### config.mk
export PLATFORM = sky130hd
export DESIGN_NAME = tms_top
export DESIGN_NICKNAME = d
export VERILOG_FILES = /design/src/tms_pkg.sv /design/src/tms_top.sv
export SDC_FILE = /design/constraint.sdc
export NUM_CORES = 1
export LEC_CHECK = 0
export ABC_CLOCK_PERIOD_IN_PS = 6300
export BUFFER_PORTS_ARGS = -buffer_cell sky130_fd_sc_hd__buf_2
export CORE_MARGIN = 4
export CORE_UTILIZATION = 30
export DETAILED_ROUTE_END_ITERATION = 16
export PLACE_DENSITY = 0.62
export RECOVER_POWER = 100
export SLEW_MARGIN = 20
export SYNTH_ARGS = -nofsm -noshare
export SYNTH_HDL_FRONTEND = slang
export SYNTH_SLANG_ARGS = --single-unit
### constraint.sdc
create_clock -name i_clk -period 6.3 [get_ports i_clk]
set_input_delay 0.945 -clock i_clk [delete_from_list [all_inputs] [get_ports i_clk]]
set_output_delay 0.945 -clock i_clk [all_outputs]
set_load 0.005 [all_outputs]
### src/tms_pkg.sv
// tms_pkg: constants, register map and carrier types for the timer mode select block.
// assumes a single 250 MHz system clock and a plain strobe-based register port.
package tms_pkg;

   // ----------------------------------------------------------------
   // widths
   // ----------------------------------------------------------------
   localparam int ADDR_W = 4;
   localparam int DATA_W = 16;
   localparam int CNT_W = 16;
   localparam int NUM_CH = 5;
   localparam int MODE_W = 8;

   // ----------------------------------------------------------------
   // register offsets
   // ----------------------------------------------------------------
   localparam logic [ADDR_W-1:0] OFS_MODE = 4'h0;
   localparam logic [ADDR_W-1:0] OFS_SYNC = 4'h1;
   localparam logic [ADDR_W-1:0] OFS_COMB = 4'h2;
   localparam logic [ADDR_W-1:0] OFS_IRQ_STAT = 4'h3;
   localparam logic [ADDR_W-1:0] OFS_IRQ_MASK = 4'h4;
   localparam logic [ADDR_W-1:0] OFS_CH2_CNT = 4'h5;

   // ----------------------------------------------------------------
   // mode register fields and reset values
   // ----------------------------------------------------------------
   localparam logic [7:0] MODE_RST = 8'h80;
   localparam logic [7:0] MODE_WMASK = 8'h7F;
   localparam int MODE_RSV_BIT = 7;
   localparam int MODE_PHASE_BIT = 6;
   localparam int MODE_OVERFLOW_FLAG_DIRECTION_BIT = 5;
   localparam int CH0_SYNC_SELECT_BIT = 0;
   localparam int COMB_HI_BIT = 1;
   localparam int COMB_W = 2;
   localparam logic [COMB_W-1:0] COMB_RST = 2'h0;
   localparam int FIRST_COMB_CH = 3;

   // ----------------------------------------------------------------
   // interrupt status bits
   // ----------------------------------------------------------------
   localparam int IRQ_W = 2;
   localparam int IRQ_OVF_BIT = 0;
   localparam int IRQ_CH0_CLR_BIT = 1;
   localparam logic [IRQ_W-1:0] IRQ_RST = 2'h0;

   localparam logic [CNT_W-1:0] CNT_MAX = 16'hFFFF;
   localparam logic [CNT_W-1:0] CNT_ZERO = 16'h0000;
   localparam logic [DATA_W-1:0] RDATA_ZERO = 16'h0000;

   // ----------------------------------------------------------------
   // carriers
   // ----------------------------------------------------------------
   typedef struct packed {
      logic [ADDR_W-1:0] addr;
      logic [DATA_W-1:0] wdata;
      logic we;
      logic re;
   } tms_bus_req_s;

   typedef struct packed {
      logic [NUM_CH-1:0] match_a;
      logic [NUM_CH-1:0] match_b;
   } tms_cmp_s;

endpackage

### src/tms_top.sv
// tms_top: mode selection for a five channel timer, with the channel 2
// quadrature counter, per channel waveform pins and the channel 0 sync gate.
// assumes all inputs are synchronous to i_clk and compare matches are one-cycle pulses.
`timescale 1ns/1ps
module tms_top
(
   // clock and reset
   input wire logic i_clk,
   input wire logic i_rst,
   input wire logic i_standby,
   // register port
   input wire tms_pkg::tms_bus_req_s i_bus,
   output logic [tms_pkg::DATA_W-1:0] o_rdata,
   // channel 0 preset and clear sources
   input wire logic i_ch0_preset_own,
   input wire logic i_ch0_clear_own,
   input wire logic i_grp_preset,
   input wire logic i_grp_clear,
   output logic o_ch0_preset,
   output logic o_ch0_clear,
   // channel 2 counter
   input wire logic i_quad_input_a,
   input wire logic i_quad_input_b,
   input wire logic i_ch2_tick,
   input wire logic i_ch2_clear,
   output logic [tms_pkg::CNT_W-1:0] o_ch2_counter,
   // waveform pins and mode status
   input wire tms_pkg::tms_cmp_s i_cmp,
   output logic [tms_pkg::NUM_CH-1:0] o_pin_a,
   output logic [tms_pkg::NUM_CH-1:0] o_pin_a_oe,
   output logic [tms_pkg::COMB_W-1:0] o_combination_mode,
   // interrupt
   output logic o_irq
);
   import tms_pkg::*;

   // ----------------------------------------------------------------
   // state
   // ----------------------------------------------------------------
   logic [MODE_W-1:0] mode_q;
   logic [MODE_W-1:0] mode_d;
   logic ch0_sync_select_q;
   logic ch0_sync_select_d;
   logic [COMB_W-1:0] comb_q;
   logic [COMB_W-1:0] comb_d;
   logic [IRQ_W-1:0] stat_q;
   logic [IRQ_W-1:0] stat_d;
   logic [IRQ_W-1:0] mask_q;
   logic [IRQ_W-1:0] mask_d;
   logic irq_q;
   logic irq_d;
   logic [DATA_W-1:0] rdata_q;
   logic [DATA_W-1:0] rdata_d;
   logic [CNT_W-1:0] cnt_q;
   logic [CNT_W-1:0] cnt_d;
   logic qa_q;
   logic qb_q;
   logic qa_d;
   logic qb_d;
   logic ch0_pre_q;
   logic ch0_pre_d;
   logic ch0_clr_q;
   logic ch0_clr_d;
   logic [NUM_CH-1:0] pin_q;
   logic [NUM_CH-1:0] pin_d;
   logic [NUM_CH-1:0] oe_q;
   logic [NUM_CH-1:0] oe_d;
   logic [IRQ_W-1:0] evt;
   logic init;

   // register write decode, used for every writable register
   function automatic logic wr_hit(input tms_bus_req_s b, input logic [ADDR_W-1:0] ofs);
      wr_hit = b.we && (b.addr == ofs);
   endfunction

   // waveform mode is effective unless the combination field owns channels 3 and 4
   function automatic logic pwm_on(input logic [MODE_W-1:0] m, input logic [COMB_W-1:0] c,
                                   input int ch);
      pwm_on = m[ch] && !(ch >= FIRST_COMB_CH && c[COMB_HI_BIT]);
   endfunction

   // standby initialises the configuration exactly like reset
   assign init = i_rst || i_standby;

   // ----------------------------------------------------------------
   // configuration registers
   // ----------------------------------------------------------------
   // reserved mode bit is forced so a write can never clear it
   always_comb
   begin
      mode_d = mode_q;
      ch0_sync_select_d = ch0_sync_select_q;
      comb_d = comb_q;
      mask_d = mask_q;
      if (wr_hit(i_bus, OFS_MODE))
      begin
         mode_d = (i_bus.wdata[MODE_W-1:0] & MODE_WMASK) | MODE_RST;
      end
      if (wr_hit(i_bus, OFS_SYNC))
      begin
         ch0_sync_select_d = i_bus.wdata[CH0_SYNC_SELECT_BIT];
      end
      if (wr_hit(i_bus, OFS_COMB))
      begin
         comb_d = i_bus.wdata[COMB_W-1:0];
      end
      if (wr_hit(i_bus, OFS_IRQ_MASK))
      begin
         mask_d = i_bus.wdata[IRQ_W-1:0];
      end
   end

   always_ff @(posedge i_clk)
   begin
      if (init)
      begin
         mode_q <= MODE_RST;
         ch0_sync_select_q <= 1'b0;
         comb_q <= COMB_RST;
         mask_q <= IRQ_RST;
      end
      else
      begin
         mode_q <= mode_d;
         ch0_sync_select_q <= ch0_sync_select_d;
         comb_q <= comb_d;
         mask_q <= mask_d;
      end
   end

   // ----------------------------------------------------------------
   // channel 0 preset and clear gating
   // ----------------------------------------------------------------
   // group sources only reach channel 0 while it is marked synchronous
   always_comb
   begin
      ch0_pre_d = i_ch0_preset_own || (ch0_sync_select_q && i_grp_preset);
      ch0_clr_d = i_ch0_clear_own || (ch0_sync_select_q && i_grp_clear);
   end

   always_ff @(posedge i_clk)
   begin
      if (i_rst)
      begin
         ch0_pre_q <= 1'b0;
         ch0_clr_q <= 1'b0;
      end
      else
      begin
         ch0_pre_q <= ch0_pre_d;
         ch0_clr_q <= ch0_clr_d;
      end
   end

   // ----------------------------------------------------------------
   // channel 2 counter
   // ----------------------------------------------------------------
   // a transition on both pins in one cycle has no defined direction, so it is dropped
   always_comb
   begin
      logic a_ch;
      logic b_ch;
      logic step;
      logic up;
      a_ch = 1'b0;
      b_ch = 1'b0;
      step = 1'b0;
      up = 1'b1;
      evt = IRQ_RST;
      qa_d = i_quad_input_a;
      qb_d = i_quad_input_b;
      cnt_d = cnt_q;
      a_ch = i_quad_input_a ^ qa_q;
      b_ch = i_quad_input_b ^ qb_q;
      if (mode_q[MODE_PHASE_BIT])
      begin
         step = a_ch ^ b_ch;
         up = a_ch ? (i_quad_input_a == i_quad_input_b)
                   : (i_quad_input_a != i_quad_input_b);
      end
      else
      begin
         step = i_ch2_tick;
         up = 1'b1;
      end
      if (i_ch2_clear)
      begin
         cnt_d = CNT_ZERO;
      end
      else if (step && up)
      begin
         cnt_d = cnt_q + 16'h0001;
         evt[IRQ_OVF_BIT] = (cnt_q == CNT_MAX);
      end
      else if (step)
      begin
         cnt_d = cnt_q - 16'h0001;
         evt[IRQ_OVF_BIT] = (cnt_q == CNT_ZERO) && !mode_q[MODE_OVERFLOW_FLAG_DIRECTION_BIT];
      end
      evt[IRQ_CH0_CLR_BIT] = ch0_clr_d;
   end

   always_ff @(posedge i_clk)
   begin
      if (i_rst)
      begin
         cnt_q <= CNT_ZERO;
         qa_q <= 1'b0;
         qb_q <= 1'b0;
      end
      else
      begin
         cnt_q <= cnt_d;
         qa_q <= qa_d;
         qb_q <= qb_d;
      end
   end

   // ----------------------------------------------------------------
   // waveform pins
   // ----------------------------------------------------------------
   // a match on A wins over B in the same cycle, so a zero-width pulse reads high
   generate
      for (genvar ch = 0; ch < NUM_CH; ch++)
      begin : g_pin
         always_comb
         begin
            oe_d[ch] = pwm_on(mode_q, comb_q, ch);
            pin_d[ch] = pin_q[ch];
            if (!oe_d[ch])
            begin
               pin_d[ch] = 1'b0;
            end
            else if (i_cmp.match_a[ch])
            begin
               pin_d[ch] = 1'b1;
            end
            else if (i_cmp.match_b[ch])
            begin
               pin_d[ch] = 1'b0;
            end
         end
      end
   endgenerate

   always_ff @(posedge i_clk)
   begin
      if (init)
      begin
         pin_q <= '0;
         oe_q <= '0;
      end
      else
      begin
         pin_q <= pin_d;
         oe_q <= oe_d;
      end
   end

   // ----------------------------------------------------------------
   // interrupt status and read port
   // ----------------------------------------------------------------
   // set wins over a write-one clear landing in the same cycle
   always_comb
   begin
      stat_d = stat_q;
      if (wr_hit(i_bus, OFS_IRQ_STAT))
      begin
         stat_d = stat_q & ~i_bus.wdata[IRQ_W-1:0];
      end
      stat_d = stat_d | evt;
      irq_d = |(stat_d & mask_d);
      rdata_d = RDATA_ZERO;
      if (i_bus.re)
      begin
         unique case (i_bus.addr)
            OFS_MODE: rdata_d[MODE_W-1:0] = mode_q | MODE_RST;
            OFS_SYNC: rdata_d[CH0_SYNC_SELECT_BIT] = ch0_sync_select_q;
            OFS_COMB: rdata_d[COMB_W-1:0] = comb_q;
            OFS_IRQ_STAT: rdata_d[IRQ_W-1:0] = stat_q;
            OFS_IRQ_MASK: rdata_d[IRQ_W-1:0] = mask_q;
            OFS_CH2_CNT: rdata_d = cnt_q;
            default: rdata_d = RDATA_ZERO;
         endcase
      end
   end

   always_ff @(posedge i_clk)
   begin
      if (i_rst)
      begin
         stat_q <= IRQ_RST;
         irq_q <= 1'b0;
         rdata_q <= RDATA_ZERO;
      end
      else
      begin
         stat_q <= stat_d;
         irq_q <= irq_d;
         rdata_q <= rdata_d;
      end
   end

   // outputs straight from flip-flops
   assign o_rdata = rdata_q;
   assign o_ch0_preset = ch0_pre_q;
   assign o_ch0_clear = ch0_clr_q;
   assign o_ch2_counter = cnt_q;
   assign o_pin_a = pin_q;
   assign o_pin_a_oe = oe_q;
   assign o_combination_mode = comb_q;
   assign o_irq = irq_q;

endmodule

==> results of run 1 <==
## per-stage QoR
step | instances | area, um^2 | worst slack (ns) | hold slack, ns | utilization, %
6_report | 539 | 3570 | 2.11 | 0.500 | 38.1
5_1_grt | 539 | 3570 | 1.76 | 0.547 | 38.1
4_1_cts | 539 | 3660 | 2.79 | 0.501 | 39.1
3_5_place_dp | 523 | 3460 | 2.43 | 0.489 | 36.9
3_3_place_gp | 523 | 3460 | 2.47 | 0.486 | 36.9
2_1_floorplan | 324 | 2940 | 2.90 | 0.453 | -
## cells in the mapped netlist (4+ instances only)
library cell  number
xor2_1             7
nand2_1           27
nand3_1            5
nor2_1            34
a21oi_1           27
o21a_1             5
o21ai_0            8
nor3_1             7
nor2b_1           11
and2_1            12
nand4_1            6
ha_1              14
xnor2_1            8
nand2b_1           5
clkbuf_1           8
a21o_1             4
nor4_1             6
dfxtp_1           61
inv_1              6
mux2i_1           15
a22o_1             7
## registers in the layout (all words and copies together) (netlist names)
signal and flops:
o_ch2_counter 16, qb_q 1, qa_q 1, o_rdata 16, o_pin_a_oe 5, ch0_sync_select_q 1, mask_q 2, o_ch0_clear 1
o_combination_mode 2, mode_q 7, stat_q 2, o_pin_a 5, o_ch0_preset 1, o_irq 1
## cells by family (layout without fill, tap and decap cells)
kind of cell | after synthesis | in the layout | share of synthesized area, %
AO/OA/AOI/OAI | 73 | 73 | 17.4
XOR/XNOR | 15 | 15 | 4.48
adder cells (fa/ha/maj) | 15 | 15 | 6.65
buffers and inverters | 16 | 102 | 2.09
flip-flops | 61 | 61 | 41.6
multiplexers | 16 | 16 | 5.50
AND/OR/NAND/NOR | 128 | 128 | 22.3
## per-layer routing
layer / share of wire (%) / wire length (um) / vias up / global-route usage (%)
met5: 0 / 0 / - / 0
met3: 5.4 / 412 / 15 / 4.21
li1: - / - / 1324 / -
met2: 45 / 3490 / 94 / 22.0
met4: 2.0 / 150 / 0 / 6.30
met1: 47 / 3630 / 1257 / 17.6
## worst reg2reg max path: cells and delay by family, from the launching register on
kind,cells,cell delay (ns)
AO/OA/AOI/OAI,4,1.63
AND/OR/NAND/NOR,4,1.08
flip-flops,1,0.51
adder cells (fa/ha/maj),1,0.40
XOR/XNOR,1,0.18
## power groups by stage
stage	clock (mW)	sequential (mW)	combinational [mW]
floorplan	0	0.409	0.0736
global placement	0	0.412	0.105
detailed placement	0	0.413	0.107
CTS	0.369	0.404	0.108
global route	0.391	0.405	0.116
finish	0.359	0.404	0.103
## worst paths after layout
kind | start | endpoint | slack, ns | cells past startpoint
worst max-delay path | i_quad_input_b | o_ch2_counter[13] | 2.11 | 12
worst max register to register | mode_q[6] | o_ch2_counter[13] | 2.43 | 10
worst min-delay path | mode_q[2] | o_rdata[2] | 0.50 | 1
worst min register to register | mode_q[2] | o_rdata[2] | 0.50 | 1
## area by class of cell
type	count	area, um^2
multi-input combinational	247	1610
tap	129	161
timing repair buffer	80	355
fill	1018	5800
clock buffer	9	124
inverter	6	22.5
clock inverter	7	81.3
sequential	61	1220
==> reports/metrics.csv, run 1 <==
stage,metric,value,unit
critical_path,max_stage_delay,0.83,ns
critical_path,cp.required,6.57,ns
pwr,combinationalPowerShare,11.9,%
run,cap_violations,0,
final_layout,most-common-layout-cells,"61 x dfxtp_1, 44 x buf_2, 36 x clkbuf_1",
die,die_w,107,um
grt,antenna_found_initial,0,
die,core_area,9370,um^2
timing,rsz0062_at_grt,no,
timing,finalSetupViolCount,0,
placed_design,detailed_place_hpwl,5.78,mm
final_layout,area_growth,21.8,%
clock_network,cts_tree,built,
grt,grt_remaining_overflow,0,
timing,skew,0.00787,ns
synth,synth_area_leader_cell,dfxtp_1,
final_layout,drive_gt1_share,15.6,%
clock_network,cts.root.buffer_cell,clkbuf_8,
timing,tightest_slew,0.986,ns
critical_path,path_max_fanout,16,
route,drc,0,
clock_network,cts_setup_buffers,0,
placed_design,gp_congestion,0.929,
die,rows,35,
route,avgRoutedWirePerCell,14.2,um
critical_path,criticalPathCategory,input pin to flop,
critical_path,cp_slowest_cell,o41ai_1,
min_path,hold_class,flop to flop,
placed_design,io_buffers,80,
pwr,powerDensity,242,nW/um^2
timing,slew_headroom,34.3,%
grt,grt_max_degree,17,
synth,syn_nets,382,
grt,grt_pass1_wl,12.8,mm
timing,hold_viol,0,
synth,ys_ff_latch,61,
clock_network,clk_pin_slew,0.07,ns
critical_path,critPathTopFamily,compound AO/OA/AOI/OAI gates,
route,viasPerCell,4.99,
pwr,power.switching,242,uW
route,initialDrtViolationCount,149,
clock_network,post_cts_resized,0,
clock_network,cts_num_sinks,61,
die,dieHeight,107,um
route,wl,7.68,mm
timing,drv_slew,0,
timing,setup_tns,0,ns
synth,synth.distinct_cells,50,
critical_path,crit_buf_inv,1,
final_layout,layout.nets,463,
synth,synthTopCellsByArea,"dfxtp_1 42%, ha_1 6.0%, mux2i_1 5.1%, a21oi_1 4.6%, nor2_1 4.3%",
die,fp.dieArea,11400,um^2
clock_network,postCtsHoldBufs,0,
synth,syn-cell-area,2940,um^2
final_layout,final_common_cell,dfxtp_1,
route,ant_nets,0,
synth,yosysSeqAreaShare,41.6,%
synth,synth-edff-count,0,
route,firstDrtPassIters,4,
pwr,p_sw_share,28.0,%
status,status,"finished, final reports clean",
critical_path,path_cells,clkbuf_1 -> xor2_1 -> nand3_1 -> and2_0 -> ha_1 -> a211oi_1 -> nor4_1 -> o41ai_1 -> o21ai_0 -> xor2_1 -> nand2_1 -> a21oi_1,
synth,syn_inst,324,
synth,netlist.area_leader.share,41.6,%
pwr,power_frac_clock,41.5,%
synth,yosysWarnings,0,
synth,synth-main-ff-cell,dfxtp_1,
final_layout,diodes,0,
pwr,p_int,624,uW
clock_network,clk_latency,0.34,ns
grt,grt_usage,14.0,%
clock_network,clock_tree.buffer_depth,2,
die,ioPinCount,90,
pwr,power,866,uW
critical_path,critPathLaunchType,input pin,
timing,fin_crit,4.19,ns
critical_path,cp-end-kind,flop,
timing,max_freq,0.239,GHz
die,start_util,31.3,%
synth,async_flop_share,0,%
pwr,ir_drop,103,uV
grt,grt_pass1_vias,2666,
route,num_vias,2690,
synth,syn_avg_cell_area,9.06,um^2
clock_network,htree_levels,3,
pwr,seqPwrFrac,46.6,%
critical_path,cpMostUsedCell,xor2_1,
timing,post-route-period-util,66.4,%
clock_network,cts_buffers,9,
critical_path,worst_ep_arrival_time,4.46,ns
pwr,p_leak,1.55,nW
Note: power is estimated with default switching activity, not from simulation.
==> run 2: changes to the inputs <==
--- a/config.mk
+++ b/config.mk
@@ -5,7 +5,7 @@
 export SDC_FILE = /design/constraint.sdc
 export NUM_CORES = 1
 export LEC_CHECK = 0
-export ABC_CLOCK_PERIOD_IN_PS = 6300
+export ABC_CLOCK_PERIOD_IN_PS = 4200
 export BUFFER_PORTS_ARGS = -buffer_cell sky130_fd_sc_hd__buf_2
 export CORE_MARGIN = 4
 export CORE_UTILIZATION = 30
==> constraint.sdc (replaced) <==
create_clock -name i_clk -period 4.2 [get_ports i_clk]
set_input_delay 0.63 -clock i_clk [delete_from_list [all_inputs] [get_ports i_clk]]
set_output_delay 0.63 -clock i_clk [all_outputs]
set_load 0.005 [all_outputs]
==> run 2 against run 1 <==
Compared with the run above:
- flip-flop and latch count is the same
- critical endpoint is now o_ch2_counter[15]
- clock power grew 51%
- largest cell class unchanged
- non-clock buffer count is the same
- setup slack lost 1.4 ns
- critical path type unchanged
- core utilization grew 0.40 points
- sequential power grew 50%
- routed wire length grew 1.5%
- critical path depth shrank 1
- via count shrank 0.37%
==> reports/metrics.csv, run 2 (synthesis results as in run 1) <==
stage,metric,value,unit
status,status,"finished, final reports clean",
die,fp.dieArea,11400,um^2
critical_path,cp.required,4.43,ns
critical_path,rr_worst_depth,10,
timing,tightest_slew,1.02,ns
placed_design,gp_congestion,0.922,
die,core_area,9370,um^2
timing,finalSetupViolCount,0,
run,cap_violations,0,
clock_network,cts_setup_buffers,0,
final_layout,final_common_cell,dfxtp_1,
timing,drv_slew,0,
timing,post-route-period-util,84.1,%
route,wl,7.80,mm
final_layout,diodes,0,
pwr,powerDensity,361,nW/um^2
route,drc,0,
critical_path,critPathCapture,o_ch2_counter[15],
route,firstDrtPassIters,4,
grt,antenna_found_initial,0,
clock_network,post_cts_resized,0,
clock_network,clk_latency,0.34,ns
timing,fin_crit,3.53,ns
timing,slew_headroom,32.1,%
clock_network,postCtsHoldBufs,0,
timing,holdWs,0.483,ns
placed_design,place_ws,0.588,ns
die,die_w,107,um
die,rows,35,
route,ant_nets,0,
final_layout,drive_gt1_share,17.6,%
clock_network,htree_levels,3,
final_layout,fillerInstances,1005,
timing,hold_viol,0,
clock_network,clk_pin_slew,0.08,ns
timing,rsz0062_at_grt,no,
die,dieHeight,107,um
pwr,power,1.30,mW
final_layout,fin_util,38.5,%
clock_network,cts_num_sinks,61,
placed_design,detailed_place_hpwl,5.88,mm
grt,grt_remaining_overflow,0,
final_layout,most-common-layout-cells,"61 x dfxtp_1, 49 x buf_2, 34 x nor2_1",
clock_network,cts_buffers,9,
clock_network,clock_tree.buffer_depth,2,
critical_path,rr_endpoint,o_ch2_counter[13],
timing,skew,0.00488,ns
die,ioPinCount,90,
die,start_util,31.3,%
clock_network,cts_tree,built,
critical_path,critPathLaunchType,input pin,
critical_path,reg2reg_from,mode_q[6],
timing,max_freq,0.283,GHz
pwr,p_leak,1.58,nW
grt,grt_usage,14.3,%
grt,grt_max_degree,17,
final_layout,area_growth,23.1,%
timing,setup_ws,0.666,ns
critical_path,r2r_slack,0.69,ns
final_layout,layout.nets,463,
route,avgRoutedWirePerCell,14.5,um
critical_path,path_max_fanout,16,
clock_network,cts.root.buffer_cell,clkbuf_8,
critical_path,startpoint,i_quad_input_a,
route,initialDrtViolationCount,202,
min_path,hold_class,input pin to flop,
critical_path,criticalPathCategory,input pin to flop,
route,viasPerCell,4.97,
critical_path,worst_ep_arrival_time,3.76,ns
grt,grt_pass1_wl,13.1,mm
route,num_vias,2680,
pwr,ir_drop,143,uV
timing,setup_tns,0,ns
grt,grt_pass1_vias,2684,
critical_path,cp-end-kind,flop,
placed_design,io_buffers,80,
run 2: cell count changes in the layout (fill, tap and decap cells not counted), moves of 3 or more:
cell and change:
buf_2 +5, and2_0 +3, clkbuf_1 -5, and2_1 -3
run 2: how the worst min path moves through the flow:
stage                                 from           end  cells past startpoint
final                     i_ch0_preset_own  o_ch0_preset                      3
after global placement           mode_q[2]    o_rdata[2]                      1
after global routing              i_cmp[5]    o_pin_a[0]                      2
after CTS                         i_cmp[5]    o_pin_a[0]                      2
after floorplan                  stat_q[1]     stat_q[1]                      2
after detailed placement         mode_q[2]    o_rdata[2]                      1
run 2: stage by stage:
step | instances | instance area [um^2]
2_1_floorplan | 324 | 2940
3_3_place_gp | 523 | 3460
3_5_place_dp | 523 | 3460
4_1_cts | 539 | 3660
5_1_grt | 539 | 3610
6_report | 539 | 3610
run 2: layout make-up:
| cell class | instances | area [um^2] | area share, % |
|---|---|---|---|
| Multi-Input combinational cell | 247 | 1640 | 45.4 |
| Sequential cell | 61 | 1220 | 33.8 |
| Timing Repair Buffer | 80 | 362 | 10.0 |
| Tap cell | 129 | 161 | 4.47 |
| Clock buffer | 9 | 124 | 3.43 |
| Clock inverter | 7 | 81.3 | 2.25 |
| Inverter | 6 | 22.5 | 0.623 |
run 2: worst max-delay path, stage by stage:
cell      delay (ns)
buf_2           0.11
xnor2_1         0.28
nand3_1         0.13
and2_0          0.50
ha_1            0.60
nand3_2         0.14
nor4_2          0.45
o41ai_4         0.18
o311ai_0        0.50
xnor2_1         0.18
nor2_1          0.05
run 2: layer usage:
| layer | GRT usage (%) | vias to the layer above | part of all wire (%) |
|---|---|---|---|
| met4 | 6.39 | 0 | 1.8 |
| li1 | - | 1331 | - |
| met2 | 23.3 | 73 | 46 |
| met5 | 0 | - | 0 |
| met3 | 3.01 | 12 | 5.9 |
| met1 | 18.2 | 1264 | 46 |
run 2: where the power goes:
group	total, mW	switching, mW	internal (mW)	leakage (nW)
clock network	0.541	0.259	0.282	0.101
registers	0.606	0.0167	0.589	0.494
logic	0.158	0.0918	0.0666	0.982
total	1.30	0.367	0.938	1.58
